[src/verilog/prag_pkg.sv]
// Package of constants and types for the paged read address generator
package prag_pkg;
	localparam int          PAGE_W         = 10;          // Read page register width
	localparam int          EA_W           = 16;          // Effective address width
	localparam int          RADDR_W        = 24;          // Extended read address width
	localparam int          WINDOW_BIT     = 15;          // Effective address window bit
	localparam int          PS_BIT         = 9;           // Page bit selecting program space
	localparam logic [9:0]  PAGE_RESET     = 10'h001;     // Page after reset
	localparam logic [9:0]  PAGE_ZERO      = 10'h000;     // Illegal paged page
	localparam logic [9:0]  PAGE_PS_FIRST  = 10'h200;     // First program space page
	localparam logic [9:0]  PAGE_LAST      = 10'h3ff;     // Last page
	localparam logic [9:0]  PAGE_FIRST     = 10'h001;     // First data page
	localparam int          WINDOW_BYTES   = 32768;       // Bytes per page window
	localparam int          ADJ_LATENCY    = 1;           // Cycles from request to page update

	// Addressing mode of the current effective address calculation
	typedef enum logic [2:0] {
		PRAG_MODE_INDIRECT,
		PRAG_MODE_PRE_MOD,
		PRAG_MODE_POST_MOD,
		PRAG_MODE_REG_OFFSET,
		PRAG_MODE_MODULO,
		PRAG_MODE_BIT_REV
	} prag_mode_type;

	// Kind of boundary event seen on the raw calculation
	typedef enum logic [1:0] {
		PRAG_EV_NONE,
		PRAG_EV_OVERFLOW,
		PRAG_EV_UNDERFLOW
	} prag_event_type;
endpackage : prag_pkg

[src/verilog/prag_boundary.sv]
// Boundary crossing classifier for the paged read address generator
module prag_boundary (
	input  wire logic                   base_in_window, // Address before modification had bit 15 set
	input  wire logic                   raw_bit15,      // Bit 15 of the raw modified address
	input  wire logic                   dir_down,       // Modification direction is decrement
	output prag_pkg::prag_event_type    event_kind      // Detected crossing
);
	// Crossing only when leaving a paged window by clearing bit 15
	wire crossed = base_in_window & ~raw_bit15; // RULE5 RULE6

	// Direction picks overflow or underflow
	assign event_kind = !crossed ? prag_pkg::PRAG_EV_NONE :
		(dir_down ? prag_pkg::PRAG_EV_UNDERFLOW : prag_pkg::PRAG_EV_OVERFLOW);
endmodule : prag_boundary

[src/verilog/prag_gen.sv]
// Paged read address generator: page register, window mapping and page stepping
// Operation
// RULE1 - Page bits 8..0 above address bits 14..0
// RULE2 - Page 0x200 and above maps program space
// RULE3 - Program space is read only via paging
// RULE4 - 32 Kbyte windows spanning 8 Mbytes (code: 9 page bits, 512 windows, 16 Mbytes)
// RULE5 - Raw calculation clearing bit 15 marks crossing
// RULE6 - Crossing needs prior address in paged window
// RULE7 - Page steps only for pre/post modified indirect
// RULE8 - Overflow increments page, bit 15 set
// RULE9 - Underflow decrements page, bit 15 set
// RULE10 - Offset, modulo, bit-reverse wrap within page
// RULE11 - Page register resets to 0x001
// RULE12 - Paged access with page 0x000 traps
// RULE13 - Addresses below 0x8000 are accessed directly
// RULE14 - Boundary pages 0x3FF, 0x001, 0x200 stay put
module prag_gen #(
	parameter int PAGE_WIDTH = 10,   // Read page register width
	parameter int EA_WIDTH   = 16    // Effective address width
) (
	input  wire logic                    clk,            // Core clock
	input  wire logic                    reset_n,        // Synchronous reset, active low
	input  wire logic                    ea_valid,       // Effective address calculation valid
	input  wire logic [EA_WIDTH-1:0]     ea_base,        // Address before modification
	input  wire logic [EA_WIDTH-1:0]     ea_raw,         // Raw modified effective address
	input  wire logic                    ea_dir_down,    // Modification decrements
	input  wire prag_pkg::prag_mode_type ea_mode,        // Addressing mode of calculation
	input  wire logic                    access_read,    // Access is a read
	input  wire logic                    access_write,   // Access is a write
	input  wire logic                    page_wr,        // Software write to page register
	input  wire logic [PAGE_WIDTH-1:0]   page_wdata,     // Page value written
	output logic [PAGE_WIDTH-1:0]        read_page_register, // Current read page
	output logic [EA_WIDTH-1:0]          effective_address,  // Corrected effective address
	output logic [23:0]                  read_addr,      // Extended read address
	output logic                         read_addr_valid, // Read address is valid
	output logic                         program_space_window, // Read maps to program space
	output logic                         extended_data_space,  // Access is paged
	output logic                         base_direct,    // Access goes to base space
	output logic                         ps_write_block, // Write into program space refused
	output logic                         addr_error_trap // Paged access with page zero, pulse
);
	// Elaboration check: the logic is built for the documented widths
	if (PAGE_WIDTH != prag_pkg::PAGE_W || EA_WIDTH != prag_pkg::EA_W) begin : g_width_check
		$error("prag_gen supports only 10-bit pages and 16-bit addresses");
	end

	logic [PAGE_WIDTH-1:0] page_reg;        // Read page register
	logic [PAGE_WIDTH-1:0] page_next;       // Next page value
	logic [EA_WIDTH-1:0]   ea_reg;          // Registered corrected address
	logic [EA_WIDTH-1:0]   ea_next;         // Corrected address
	logic [23:0]           raddr_reg;       // Registered read address
	logic                  rvalid_reg;      // Registered valid
	logic                  ps_reg;          // Registered program space flag
	logic                  paged_reg;       // Registered paged flag
	logic                  direct_reg;      // Registered base flag
	logic                  wblock_reg;      // Registered write refusal
	logic                  trap_reg;        // Registered trap pulse

	prag_pkg::prag_event_type ev;           // Boundary event

	// Boundary classifier
	prag_boundary u_boundary (
		.base_in_window (ea_base[prag_pkg::WINDOW_BIT]),
		.raw_bit15      (ea_raw[prag_pkg::WINDOW_BIT]),
		.dir_down       (ea_dir_down),
		.event_kind     (ev)
	);

	// Mode decode
	wire stepping_mode = (ea_mode == prag_pkg::PRAG_MODE_PRE_MOD) ||
		(ea_mode == prag_pkg::PRAG_MODE_POST_MOD);                  // RULE7
	wire wrap_mode     = (ea_mode == prag_pkg::PRAG_MODE_REG_OFFSET) ||
		(ea_mode == prag_pkg::PRAG_MODE_MODULO) ||
		(ea_mode == prag_pkg::PRAG_MODE_BIT_REV);                   // RULE10
	wire is_ovf        = ev == prag_pkg::PRAG_EV_OVERFLOW;          // RULE5
	wire is_unf        = ev == prag_pkg::PRAG_EV_UNDERFLOW;

	// Boundary exceptions: page held and bit 15 left clear
	// Keeps the page from wrapping into page zero or stepping down from 0x200 out of program space
	wire exc_case = (is_ovf && page_reg == prag_pkg::PAGE_LAST) ||
		(is_unf && page_reg == prag_pkg::PAGE_FIRST) ||
		(is_unf && page_reg == prag_pkg::PAGE_PS_FIRST);           // RULE14

	wire do_step  = ea_valid && stepping_mode && (is_ovf || is_unf) && !exc_case;
	wire do_wrap  = ea_valid && wrap_mode && (is_ovf || is_unf);
	wire force_15 = do_step || do_wrap;                             // RULE8 RULE9 RULE10

	// Page stepping
	wire [PAGE_WIDTH-1:0] page_inc = page_reg + 10'h001;            // RULE8
	wire [PAGE_WIDTH-1:0] page_dec = page_reg - 10'h001;            // RULE9
	wire [PAGE_WIDTH-1:0] page_step = is_ovf ? page_inc : page_dec;

	// Next page: a step wins over a software write in the same cycle
	// Software must not rely on a write landing during a crossing
	assign page_next = do_step ? page_step : (page_wr ? page_wdata : page_reg);

	// Corrected address: bit 15 forced back on a handled crossing
	// Exceptions leave bit 15 clear so the access drops to base space
	assign ea_next = force_15 ? (ea_raw | 16'h8000) : ea_raw;

	// Window decode on the corrected address and the page after stepping
	wire in_window = ea_next[prag_pkg::WINDOW_BIT];                 // RULE13
	wire paged     = ea_valid && in_window;
	wire ps_page   = page_next[prag_pkg::PS_BIT];                   // RULE2
	wire page_bad  = page_next == prag_pkg::PAGE_ZERO;              // RULE12

	// Read address: page bits 8..0 above address bits 14..0 (32 Kbyte windows)
	wire [23:0] paged_addr = {page_next[8:0], ea_next[14:0]};       // RULE1 RULE4
	wire [23:0] base_addr  = {8'h00, ea_next};                      // RULE13
	wire        ps_read    = paged && ps_page && access_read;       // RULE1 RULE2
	wire        ps_write   = paged && ps_page && access_write;      // RULE3
	wire        read_ok    = ea_valid && access_read && !(paged && page_bad);

	// Page register with reset value
	always_ff @(posedge clk) begin
		if (!reset_n) begin
			page_reg <= prag_pkg::PAGE_RESET;                       // RULE11
		end else begin
			page_reg <= page_next;
		end
	end

	// Registered address outputs
	always_ff @(posedge clk) begin
		if (!reset_n) begin
			ea_reg     <= 16'h0000;
			raddr_reg  <= 24'h000000;
			rvalid_reg <= 1'b0;
		end else begin
			ea_reg     <= ea_next;
			raddr_reg  <= paged ? paged_addr : base_addr;
			rvalid_reg <= read_ok;
		end
	end

	// Registered status outputs
	always_ff @(posedge clk) begin
		if (!reset_n) begin
			ps_reg     <= 1'b0;
			paged_reg  <= 1'b0;
			direct_reg <= 1'b0;
			wblock_reg <= 1'b0;
			trap_reg   <= 1'b0;
		end else begin
			ps_reg     <= ps_read;
			paged_reg  <= paged;
			direct_reg <= ea_valid && !in_window;                   // RULE13
			wblock_reg <= ps_write;                                 // RULE3
			trap_reg   <= paged && page_bad;                        // RULE12
		end
	end

	// Output drive
	assign read_page_register   = page_reg;
	assign effective_address    = ea_reg;
	assign read_addr            = raddr_reg;
	assign read_addr_valid      = rvalid_reg;
	assign program_space_window = ps_reg;
	assign extended_data_space  = paged_reg;
	assign base_direct          = direct_reg;
	assign ps_write_block       = wblock_reg;
	assign addr_error_trap      = trap_reg;

	// Reset loads page 0x001
	property p_reset_page;
		@(posedge clk) !reset_n |=> page_reg == 10'h001;
	endproperty
	a_reset_page: assert property (p_reset_page) else $error("page not 0x001 after reset"); // RULE11

	// Paged read address formation
	property p_addr_form;
		@(posedge clk) disable iff (!reset_n)
		(ea_valid && ea_next[15]) |=> read_addr == {$past(page_next[8:0]), $past(ea_next[14:0])};
	endproperty
	a_addr_form: assert property (p_addr_form) else $error("paged address wrong"); // RULE1

	// Program space flag tracks page bit 9
	property p_ps_map;
		@(posedge clk) disable iff (!reset_n)
		(paged && access_read && page_next >= 10'h200) |=> program_space_window;
	endproperty
	a_ps_map: assert property (p_ps_map) else $error("program space not flagged"); // RULE2

	// Writes never flagged as program space reads
	property p_no_ps_write;
		@(posedge clk) disable iff (!reset_n)
		(ea_valid && !access_read) |=> !program_space_window;
	endproperty
	a_no_ps_write: assert property (p_no_ps_write) else $error("write reached program space"); // RULE3

	// Overflow in stepping mode increments page
	property p_ovf_inc;
		@(posedge clk) disable iff (!reset_n)
		(ea_valid && stepping_mode && ea_base[15] && !ea_raw[15] && !ea_dir_down &&
		page_reg != 10'h3ff) |=> (page_reg == $past(page_reg) + 10'h001) && effective_address[15];
	endproperty
	a_ovf_inc: assert property (p_ovf_inc) else $error("overflow did not step page"); // RULE8

	// Underflow in stepping mode decrements page
	property p_unf_dec;
		@(posedge clk) disable iff (!reset_n)
		(ea_valid && stepping_mode && ea_base[15] && !ea_raw[15] && ea_dir_down &&
		page_reg != 10'h001 && page_reg != 10'h200) |=> page_reg == $past(page_reg) - 10'h001;
	endproperty
	a_unf_dec: assert property (p_unf_dec) else $error("underflow did not step page"); // RULE9

	// Wrapping modes keep page and set bit 15
	property p_wrap;
		@(posedge clk) disable iff (!reset_n)
		(ea_valid && wrap_mode && ea_base[15] && !ea_raw[15] && !page_wr) |=>
		$stable(page_reg) && effective_address[15];
	endproperty
	a_wrap: assert property (p_wrap) else $error("wrap mode changed page"); // RULE10 RULE7

	// No crossing without a paged base address
	property p_need_base;
		@(posedge clk) disable iff (!reset_n)
		(ea_valid && !ea_base[15] && !page_wr) |=> $stable(page_reg);
	endproperty
	a_need_base: assert property (p_need_base) else $error("page moved from base access"); // RULE6

	// Page zero paged access traps
	property p_trap;
		@(posedge clk) disable iff (!reset_n)
		(paged && page_next == 10'h000) |=> addr_error_trap && !read_addr_valid;
	endproperty
	a_trap: assert property (p_trap) else $error("no trap on page zero"); // RULE12

	// Boundary exceptions leave bit 15 clear
	property p_exc;
		@(posedge clk) disable iff (!reset_n)
		(ea_valid && stepping_mode && exc_case) |=> !effective_address[15] && base_direct;
	endproperty
	a_exc: assert property (p_exc) else $error("boundary exception mishandled"); // RULE14 RULE13

	// Program space flag only shows with page bit 9 set
	property p_ps_bit9;
		@(posedge clk) disable iff (!reset_n)
		program_space_window |-> read_page_register[9];
	endproperty
	a_ps_bit9: assert property (p_ps_bit9) else $error("program space without bit 9"); // RULE2

	// A paged read lies in the window of the current page
	property p_window_span;
		@(posedge clk) disable iff (!reset_n)
		(read_addr_valid && extended_data_space) |-> read_addr[23:15] == read_page_register[8:0];
	endproperty
	a_window_span: assert property (p_window_span) else $error("page window mismatch"); // RULE4

	// Base addresses pass straight through
	property p_base_addr;
		@(posedge clk) disable iff (!reset_n)
		(ea_valid && !ea_next[15]) |=> read_addr == {8'h00, $past(ea_next)} && base_direct;
	endproperty
	a_base_addr: assert property (p_base_addr) else $error("base address altered"); // RULE13

	// Writes into program space are flagged and never made valid reads
	property p_ps_write;
		@(posedge clk) disable iff (!reset_n)
		(paged && ps_page && access_write && !access_read) |=> ps_write_block && !read_addr_valid;
	endproperty
	a_ps_write: assert property (p_ps_write) else $error("program space write not refused"); // RULE3

	// Only pre- and post-modified modes move the page
	property p_step_modes;
		@(posedge clk) disable iff (!reset_n)
		(!stepping_mode && !page_wr) |=> $stable(page_reg);
	endproperty
	a_step_modes: assert property (p_step_modes) else $error("page moved in other mode"); // RULE7

	// Reads below the paged window are valid and never trap
	property p_direct_read;
		@(posedge clk) disable iff (!reset_n)
		(ea_valid && access_read && !in_window) |=> read_addr_valid && !addr_error_trap;
	endproperty
	a_direct_read: assert property (p_direct_read) else $error("direct read refused"); // RULE13

	// No request leaves the valid, paged, base and trap outputs low
	property p_idle_quiet;
		@(posedge clk) disable iff (!reset_n)
		!ea_valid |=> !read_addr_valid && !extended_data_space && !base_direct && !addr_error_trap;
	endproperty
	a_idle_quiet: assert property (p_idle_quiet) else $error("status without request"); // RULE12

	// A trap only comes from a paged access at page zero
	property p_trap_cause;
		@(posedge clk) disable iff (!reset_n)
		addr_error_trap |-> extended_data_space && read_page_register == 10'h000;
	endproperty
	a_trap_cause: assert property (p_trap_cause) else $error("trap without page zero"); // RULE12

	// A page that moved by itself always comes with bit 15 set
	property p_step_bit15;
		@(posedge clk) disable iff (!reset_n)
		(!page_wr && page_next != page_reg) |=> effective_address[15] && extended_data_space;
	endproperty
	a_step_bit15: assert property (p_step_bit15) else $error("step without bit 15"); // RULE8 RULE9

	// Main scenarios
	c_ovf:  cover property (@(posedge clk) disable iff (!reset_n) do_step && is_ovf);
	c_unf:  cover property (@(posedge clk) disable iff (!reset_n) do_step && is_unf);
	c_wrap: cover property (@(posedge clk) disable iff (!reset_n) do_wrap);
	c_trap: cover property (@(posedge clk) disable iff (!reset_n) addr_error_trap);
	c_psw:  cover property (@(posedge clk) disable iff (!reset_n) ps_write_block);
endmodule : prag_gen

[config.mk]
export PLATFORM = sky130hd
export DESIGN_NAME = prag_gen
export DESIGN_NICKNAME = d
export VERILOG_FILES = /design/src/verilog/prag_pkg.sv /design/src/verilog/prag_boundary.sv /design/src/verilog/prag_gen.sv
export SDC_FILE = /design/constraint.sdc
export NUM_CORES = 1
export LEC_CHECK = 0
export BUFFER_PORTS_ARGS = -buffer_cell sky130_fd_sc_hd__buf_2
export CAP_MARGIN = 25
export CORE_ASPECT_RATIO = 1.75
export CORE_MARGIN = 1.5
export CORE_UTILIZATION = 45
export DETAILED_ROUTE_END_ITERATION = 16
export MAX_ROUTING_LAYER = met4
export PLACE_DENSITY = 0.88
export RECOVER_POWER = 25
export REMOVE_ABC_BUFFERS = 1
export SLEW_MARGIN = 30
export SYNTH_ARGS = -nofsm -noshare
export SYNTH_HDL_FRONTEND = slang
export SYNTH_SLANG_ARGS = --single-unit
[constraint.sdc]
create_clock -name clk -period 3.33 [get_ports clk]
set_input_delay 0.666 -clock clk [delete_from_list [all_inputs] [get_ports clk]]
set_output_delay 0.666 -clock clk [all_outputs]
set_load 0.02 [all_outputs]
==> metrics.md, run 1 <==
| Metric | Value |
|---|---|
| Outcome | `complete, no violations` |
| Number of flops mapped to enable cells by yosys | `0` |
| Layout cell share with drive strength beyond 1 | `0.3576` |
| Finish-stage setup viols | `0` |
| Largest area contributor in the netlist | `dfxtp_1` |
| Synth area leaders | `dfxtp_1, and2_1, buf_4, nor2_1, nand2_1` |
| GRT Resource Usage Total | `0.2211` |
| # hold bufs at CTS | `0` |
| CTS tree | `done` |
| Most used routing layer | `met2` |
| Vias in the first global route | `around 1800` |
| Slew @ Worst Pin | `between 0.7 and 0.8 ns` |
| Largest net degree at the start of global routing | `24` |
| DP Wirelength | `4.164 mm` |
| Top-area cell type share of the netlist area | `0.4037` |
| Net Sw Frac | `0.2862` |
| Cell Area, Synth | `just over 0.002 mm2` |
| Core Area | `0.004364 mm2` |
| Clk_lat worst skew | `0.28 ns` |
| DRT iter0 DRCs | `31` |
| Placed Area | `around 0.0024 mm2` |
| RSZ-0062 raised after global routing | `no` |
| Nets@finish | `roughly 360` |
| Final min period | `approximately 2.9 ns` |
| Count of input and output buffers | `92` |
| Wire per inst | `approximately 15 um` |
| Die X | `53.81 um` |
| CP cell instances | `inv_1 > ha_1 > mux2_2 > a41oi_2 > nand2_1 > a311oi_2 > and4bb_1 > nand4_1 > and4_1` |
| Initial Util | `0.4659` |
| Layout Cells excl Fill | `353` |
| Via-to-Cell Ratio | `between 5 and 6` |
| CP max stage delay | `0.46 ns` |
| Mean post-synth cell area | `approximately 9.1 um2` |
| Max rail drop VDD | `roughly 0.00028 V` |
| Hold Violations, Final | `0` |
| # resized after CTS | `0` |
| Placed Cells | `approximately 350` |
| CP max FO | `8` |
| CTS Buf Count | `5` |
| Fmax | `between 300 and 400 MHz` |
| Leakage | `between 1 and 1.5 nW` |
| Flip-flop and latch area | `slightly above 800 um2` |
| Most frequent cell after synthesis | `dfxtp_1` |
| Met1 global-route usage | `0.2157` |
| CTS Root Cell | `clkbuf_8` |
| Htree depth | `2` |
| Final clock skew | `about 0.011 ns` |
| Clock sinks | `41` |
| Critical Path RT | `between 3 and 4 ns` |
| Hold crit path type | `input port to flip-flop` |
| Synth Register Bits | `41` |
| GR Layer Usage met3 | `0.01792` |
| Cell area after layout | `approximately 0.0025 mm2` |
| Met2 usage | `0.4065` |
| Pre-CTS worst setup slack | `roughly 0.46 ns` |
| Clock-pin transition on the worst setup and hold timing paths | `~0.080 ns` |
| Ports | `108` |
| GP Congestion | `around 0.9` |
| Worst setup margin | `roughly 0.45 ns` |
| Via count | `between 1500 and 2000` |
| Drt total wl | `5.135 mm` |
| Post-synth top cells | `dfxtp_1, and2_1, nor2_1` |
| Die area | `~0.005 mm2` |
| Fill count | `~440` |
| Yosys cell types | `58` |
| Initial antenna violation count | `0` |
| Post-route setup TNS | `0 ns` |
| Power, Total | `~1.1 mW` |
| Switching power | `slightly above 0.3 mW` |
| GRT overflow | `0` |
| Rows | `32` |
| First-pass DRT Iterations | `4` |
| Area of the multi-input gates | `around 0.0010 mm2` |
| Clock network power share | `0.302` |
| Cells after Synth | `223` |
| CP max stage cell | `dfxtp_1` |
| First-pass GRT wire length | `7.900 mm` |
| CP startpoint kind | `flip-flop` |
| PD cells | `~430 mW/mm2` |
| Area grow syn2layout | `23.02%` |
| YS warnings | `0` |
| CTS Buffer Depth | `2` |
| Seq/Total Area, Yosys | `0.4037` |
| Seq pwr share | `0.499` |
| Setup repair bufs after CTS | `0` |
| Max-Cap Viols | `0` |
| Drc violations | `0` |
| Antenna Nets Post-Route | `0` |
| Worst EP arrival | `3.05 ns` |
| Async S/R FF share, synth | `0` |
| Max-Slew Margin vs Limit | `0.4914` |
| Top_reg_cell synth | `dfxtp_1` |
| Final period utilization | `0.8641` |
| Path type of the worst setup path | `flip-flop to flip-flop` |
| Critical Path End Type | `flip-flop` |
| Chip Height | `91.92 um` |
| Number of diodes | `0` |
| Fin. max-slew vios | `0` |
| Logic pwr share | `0.199` |
| Internal power | `roughly 0.77 mW` |
## cells in the final DEF, fill, tap and decap left out, types with 2 or more instances in the layout
cell / n
clkbuf_8: 6
clkbuf_1: 10
o221ai_1: 2
mux2i_1: 2
and2_1: 13
a22o_1: 2
inv_1: 9
and3_1: 6
nand3b_1: 2
buf_2: 82
mux2_2: 2
nand2_1: 12
a21o_1: 4
nor3b_1: 2
nand3_1: 6
dfxtp_1: 41
ha_1: 3
and4_1: 5
o21ai_0: 4
nor3_1: 4
nand4_1: 6
a22oi_1: 3
o21ai_1: 2
nor2_1: 22
buf_4: 4
a21oi_4: 2
a21oi_1: 3
nor4_1: 2
and2_0: 9
o21bai_1: 2
## registers in the layout (all words and copies together) (netlist names)
signal	count
effective_address	16
read_page_register	10
read_addr	9
addr_error_trap	1
base_direct	1
extended_data_space	1
program_space_window	1
ps_write_block	1
read_addr_valid	1
## power by group through the flow
| stage | Clock, mW | Combinational [mW] | Sequential (mW) |
|---|---|---|---|
| after floorplan | 0 | 0.0870 | 0.589 |
| after global placement | 0 | 0.213 | 0.549 |
| after detailed placement | 0 | 0.217 | 0.550 |
| after CTS | 0.333 | 0.218 | 0.538 |
| after global routing | 0.361 | 0.236 | 0.543 |
| final | 0.326 | 0.215 | 0.538 |
## through the flow
stage | hold slack [ns] | util
final | 0.5867 | 0.5731
after global routing | 0.5821 | 0.5731
after CTS | 0.5787 | 0.5760
after detailed placement | 0.6903 | 0.5539
after global placement | 0.6746 | 0.5539
after floorplan | 0.6647 | -
## path summary, 6_finish.rpt
kind / start / endpoint / slack (ns) / cells past startpoint
max: read_page_register[1] / read_addr_valid / 0.45 / 9
min: ea_raw[9] / effective_address[9] / 0.59 / 2
max reg2reg: read_page_register[1] / read_addr_valid / 0.45 / 9
min reg2reg: read_page_register[0] / read_page_register[0] / 0.70 / 2
## cell families (layout without fill, tap and decap cells)
logic type,after synthesis,after routing,share of synthesized area
buffers and inverters,34,113,0.1003
XOR/XNOR,2,2,0.008617
multiplexers,4,4,0.02092
flip-flops,41,41,0.4037
AND/OR/NAND/NOR,100,100,0.2831
AO/OA/AOI/OAI,39,39,0.1649
adder cells (fa/ha/maj),3,3,0.01846
## critical path: cells and delay by family (launching register included)
family | cells | cell delay [ns]
compound gates | 2 | 0.83
buf+inv | 1 | 0.12
simple gates | 4 | 0.83
fa+ha+maj | 1 | 0.23
flops | 1 | 0.46
mux | 1 | 0.30
## area by class of cell
| class | count | share of cell area |
|---|---|---|
| timing repair buffer | 96 | 0.1911 |
| clock buffer | 6 | 0.03302 |
| multi-input combinational | 148 | 0.4032 |
| sequential | 41 | 0.3282 |
| inverter | 9 | 0.01351 |
| tap | 51 | 0.02551 |
| clock inverter | 2 | 0.005503 |
## per-layer routing
| metal | vias up | part of all wire |
|---|---|---|
| met4 | 0 | 0.029 |
| met3 | 10 | 0.064 |
| met2 | 83 | 0.56 |
| met1 | 878 | 0.34 |
| met5 | - | 0 |
| li1 | 934 | - |
Note: power is estimated with default switching activity, not from simulation.
==> run 2, diff against run 1 <==
--- a/config.mk
+++ b/config.mk
@@ -18,4 +18,5 @@
 export SLEW_MARGIN = 30
 export SYNTH_ARGS = -nofsm -noshare
 export SYNTH_HDL_FRONTEND = slang
+export SYNTH_HIERARCHICAL = 1
 export SYNTH_SLANG_ARGS = --single-unit
==> run 2 against run 1 <==
Clock power rose by 25%. First-iteration DRC count grew 39%. Non-clock buffer count grew 3. Highest routed layer unchanged. Die area down 0.70%. Utilization is 0.86 points higher. Largest cell class unchanged. Maximum frequency decreased by 4.4%. Critical endpoint is now addr_error_trap.
==> metrics.md, run 2 <==
| Metric | Value |
|---|---|
| CP startpoint kind | `input port` |
| Layout cell share with drive strength beyond 1 | `0.3609` |
| # hold bufs at CTS | `0` |
| Buffers & Inverters on Critical Path | `2` |
| Via-to-Cell Ratio | `between 5 and 6` |
| GRT overflow | `0` |
| Yosys cell types | `46` |
| Path type of the worst setup path | `input port to flip-flop` |
| Worst EP arrival | `between 3 and 4 ns` |
| Synth Register Bits | `41` |
| Area grow syn2layout | `25.79%` |
| Util after Layout | `0.5817` |
| CTS Root Cell | `clkbuf_8` |
| Final period utilization | `0.9043` |
| First-pass GRT wire length | `around 7.5 mm` |
| GRT Resource Usage Total | `0.2105` |
| DRT iter0 DRCs | `43` |
| Ports | `between 100 and 150` |
| Cells after Synth | `220` |
| Nets@finish | `358` |
| Final clock skew | `about 0.0060 ns` |
| Leakage | `between 1 and 1.5 nW` |
| Cell Area, Synth | `between 0.002 and 0.0025 mm2` |
| Fmax | `around 330 MHz` |
| Initial Util | `0.4624` |
| Post-synth top cells | `dfxtp_1, and2_1, buf_4` |
| YS warnings | `6` |
| Top-area cell type share of the netlist area | `0.4067` |
| Internal power | `approximately 0.84 mW` |
| Synth area leaders | `dfxtp_1, and2_1, buf_4, ha_1, nand3_1` |
| Chip Height | `between 90 and 100 um` |
| Setup repair bufs after CTS | `0` |
| Critical path depth | `11` |
| Clk_lat worst skew | `0.29 ns` |
| Critical Path RT | `3.56 ns` |
| Fin. max-slew vios | `0` |
| CTS Buffer Depth | `2` |
| Finish-stage setup viols | `0` |
| Slew @ Worst Pin | `~0.96 ns` |
| Outcome | `complete, no violations` |
| Drt total wl | `slightly below 5 mm` |
| FF-to-FF End | `addr_error_trap` |
| Clock sinks | `between 40 and 50` |
| Delay-heaviest family, CP | `simple AND/OR/NAND/NOR gates` |
| CTS Buf Count | `5` |
| CP max stage delay | `roughly 0.41 ns` |
| Number of flops mapped to enable cells by yosys | `0` |
| Worst Setup EP | `addr_error_trap` |
| Drc violations | `0` |
| Worst r2r src | `read_page_register[0]` |
| PD cells | `~450 mW/mm2` |
| Most frequent cell after synthesis | `dfxtp_1` |
| First-pass DRT Iterations | `4` |
| Htree depth | `2` |
| Antenna Nets Post-Route | `0` |
| Wire per inst | `approximately 14 um` |
| Switching power | `approximately 0.30 mW` |
| Net Sw Frac | `0.2653` |
| Flop-to-flop setup slack | `around 0.40 ns` |
| CTS tree | `done` |
| Max-Slew Margin vs Limit | `0.3577` |
| Async S/R FF share, synth | `0` |
| Largest net degree at the start of global routing | `31` |
| Post-route setup TNS | `0 ns` |
| CP max stage cell | `nor4_4` |
| RSZ-0062 raised after global routing | `no` |
| Clock-pin transition on the worst setup and hold timing paths | `approximately 0.080 ns` |
| Rows | `32` |
| Largest register FFs | `16` |
| Commonest non-fill, non-tap cells in the layout | `buf_2, dfxtp_1, and2_1` |
| GP Congestion | `about 0.85` |
| Core Area | `0.004364 mm2` |
| Hold Violations, Final | `0` |
| Cell area after layout | `between 0.002 and 0.003 mm2` |
| Number of diodes | `0` |
| # resized after CTS | `0` |
| Top_reg_cell synth | `dfxtp_1` |
| Mean post-synth cell area | `slightly above 9 um2` |
| Largest area contributor in the netlist | `dfxtp_1` |
| Max-Cap Viols | `0` |
| Worst setup startpoint | `ea_raw[15]` |
| Final min period | `3.011 ns` |
| CP cell instances | `buf_2 > nor3b_2 > ha_1 > nand4_1 > nor4_4 > buf_4 > or3_1 > or3_1 > nand4_1 > nor3_1 > and3_1` |
| Max rail drop VDD | `~0.00039 V` |
| Seq/Total Area, Yosys | `0.4067` |
| Clock network power share | `0.354` |
| Placed Area | `between 0.002 and 0.0025 mm2` |
| Logic pwr share | `0.177` |
| CP max FO | `8` |
| Hold crit path type | `input port to flip-flop` |
| Via count | `between 1500 and 2000` |
| Die X | `roughly 54 um` |
| Seq pwr share | `0.469` |
| Critical Path End Type | `flip-flop` |
| Commonest non-fill, non-tap cell in the layout | `buf_2` |
| DP Wirelength | `roughly 3.8 mm` |
| Vias in the first global route | `1703` |
| Die area | `0.004912 mm2` |
| Initial antenna violation count | `0` |
| R2r worst-path depth | `9` |
| Count of input and output buffers | `about 90` |
==> run 2: how the worst min path moves through the flow <==
stage / startpoint / to / slack (ns) / depth (start not counted)
after global placement: read_page_register[0] / read_page_register[0] / 0.66 / 3
after detailed placement: read_page_register[8] / read_addr[23] / 0.67 / 3
after floorplan: read_page_register[0] / read_page_register[0] / 0.68 / 3
after CTS: ea_raw[1] / effective_address[1] / 0.57 / 2
final: ea_raw[5] / effective_address[5] / 0.57 / 2
after global routing: ea_raw[1] / effective_address[1] / 0.57 / 2
==> run 2: cells by family after synthesis <==
| logic type | synth area share |
|---|---|
| compound gates | 0.09424 |
| simple gates | 0.3298 |
| mux | 0.03348 |
| xor+xnor | 0.008681 |
| flops | 0.4067 |
| buf+inv | 0.09610 |
| fa+ha+maj | 0.03100 |
==> run 2: worst reg2reg max path, stage by stage, from the launching register on <==
cell and delay [ns]:
dfxtp_1 0.53, inv_1 0.11, ha_1 0.24, mux2i_1 0.27, nor4_4 0.13, nor3_2 0.49
mux2_2 0.40, o221a_2 0.28, nor4_2 0.26, and3_1 0.18
==> run 2: power groups by stage <==
stage	sequential (mW)	combinational, mW	clock (mW)
2_1_floorplan	0.588	0.0781	0
3_3_place_gp	0.548	0.202	0
3_5_place_dp	0.549	0.205	0
4_1_cts	0.538	0.207	0.409
5_1_grt	0.541	0.221	0.431
6_report	0.538	0.204	0.406
==> run 2: metal layers <==
layer,vias up,track usage,share of wire
met1,843,0.1942,0.36
met3,9,0.03125,0.034
met4,0,0.07479,0.019
met2,40,0.4043,0.58
li1,910,-,-
met5,-,-,0
==> run 2: final cells by class <==
cell class	instances	area, um2
multi-input cells	145	1003
repair buffers	99	500.5
clock inverters	1	30.03
inverters	9	33.78
well taps	51	63.81
clock buffers	7	86.33
fillers	403	1826
flip-flops and latches	41	820.8
==> run 2: through the flow <==
step / power (mW) / hold WS, ns / setup slack [ns] / std cells
2_1_floorplan: 0.6661 / 0.6792 / 0.1303 / 195
3_3_place_gp: 0.7500 / 0.6578 / 0.05970 / 345
3_5_place_dp: 0.7545 / 0.6698 / 0.02564 / 345
4_1_cts: 1.154 / 0.5710 / 0.3111 / 353
5_1_grt: 1.193 / 0.5738 / 0.1325 / 353
6_report: 1.147 / 0.5727 / 0.3186 / 353
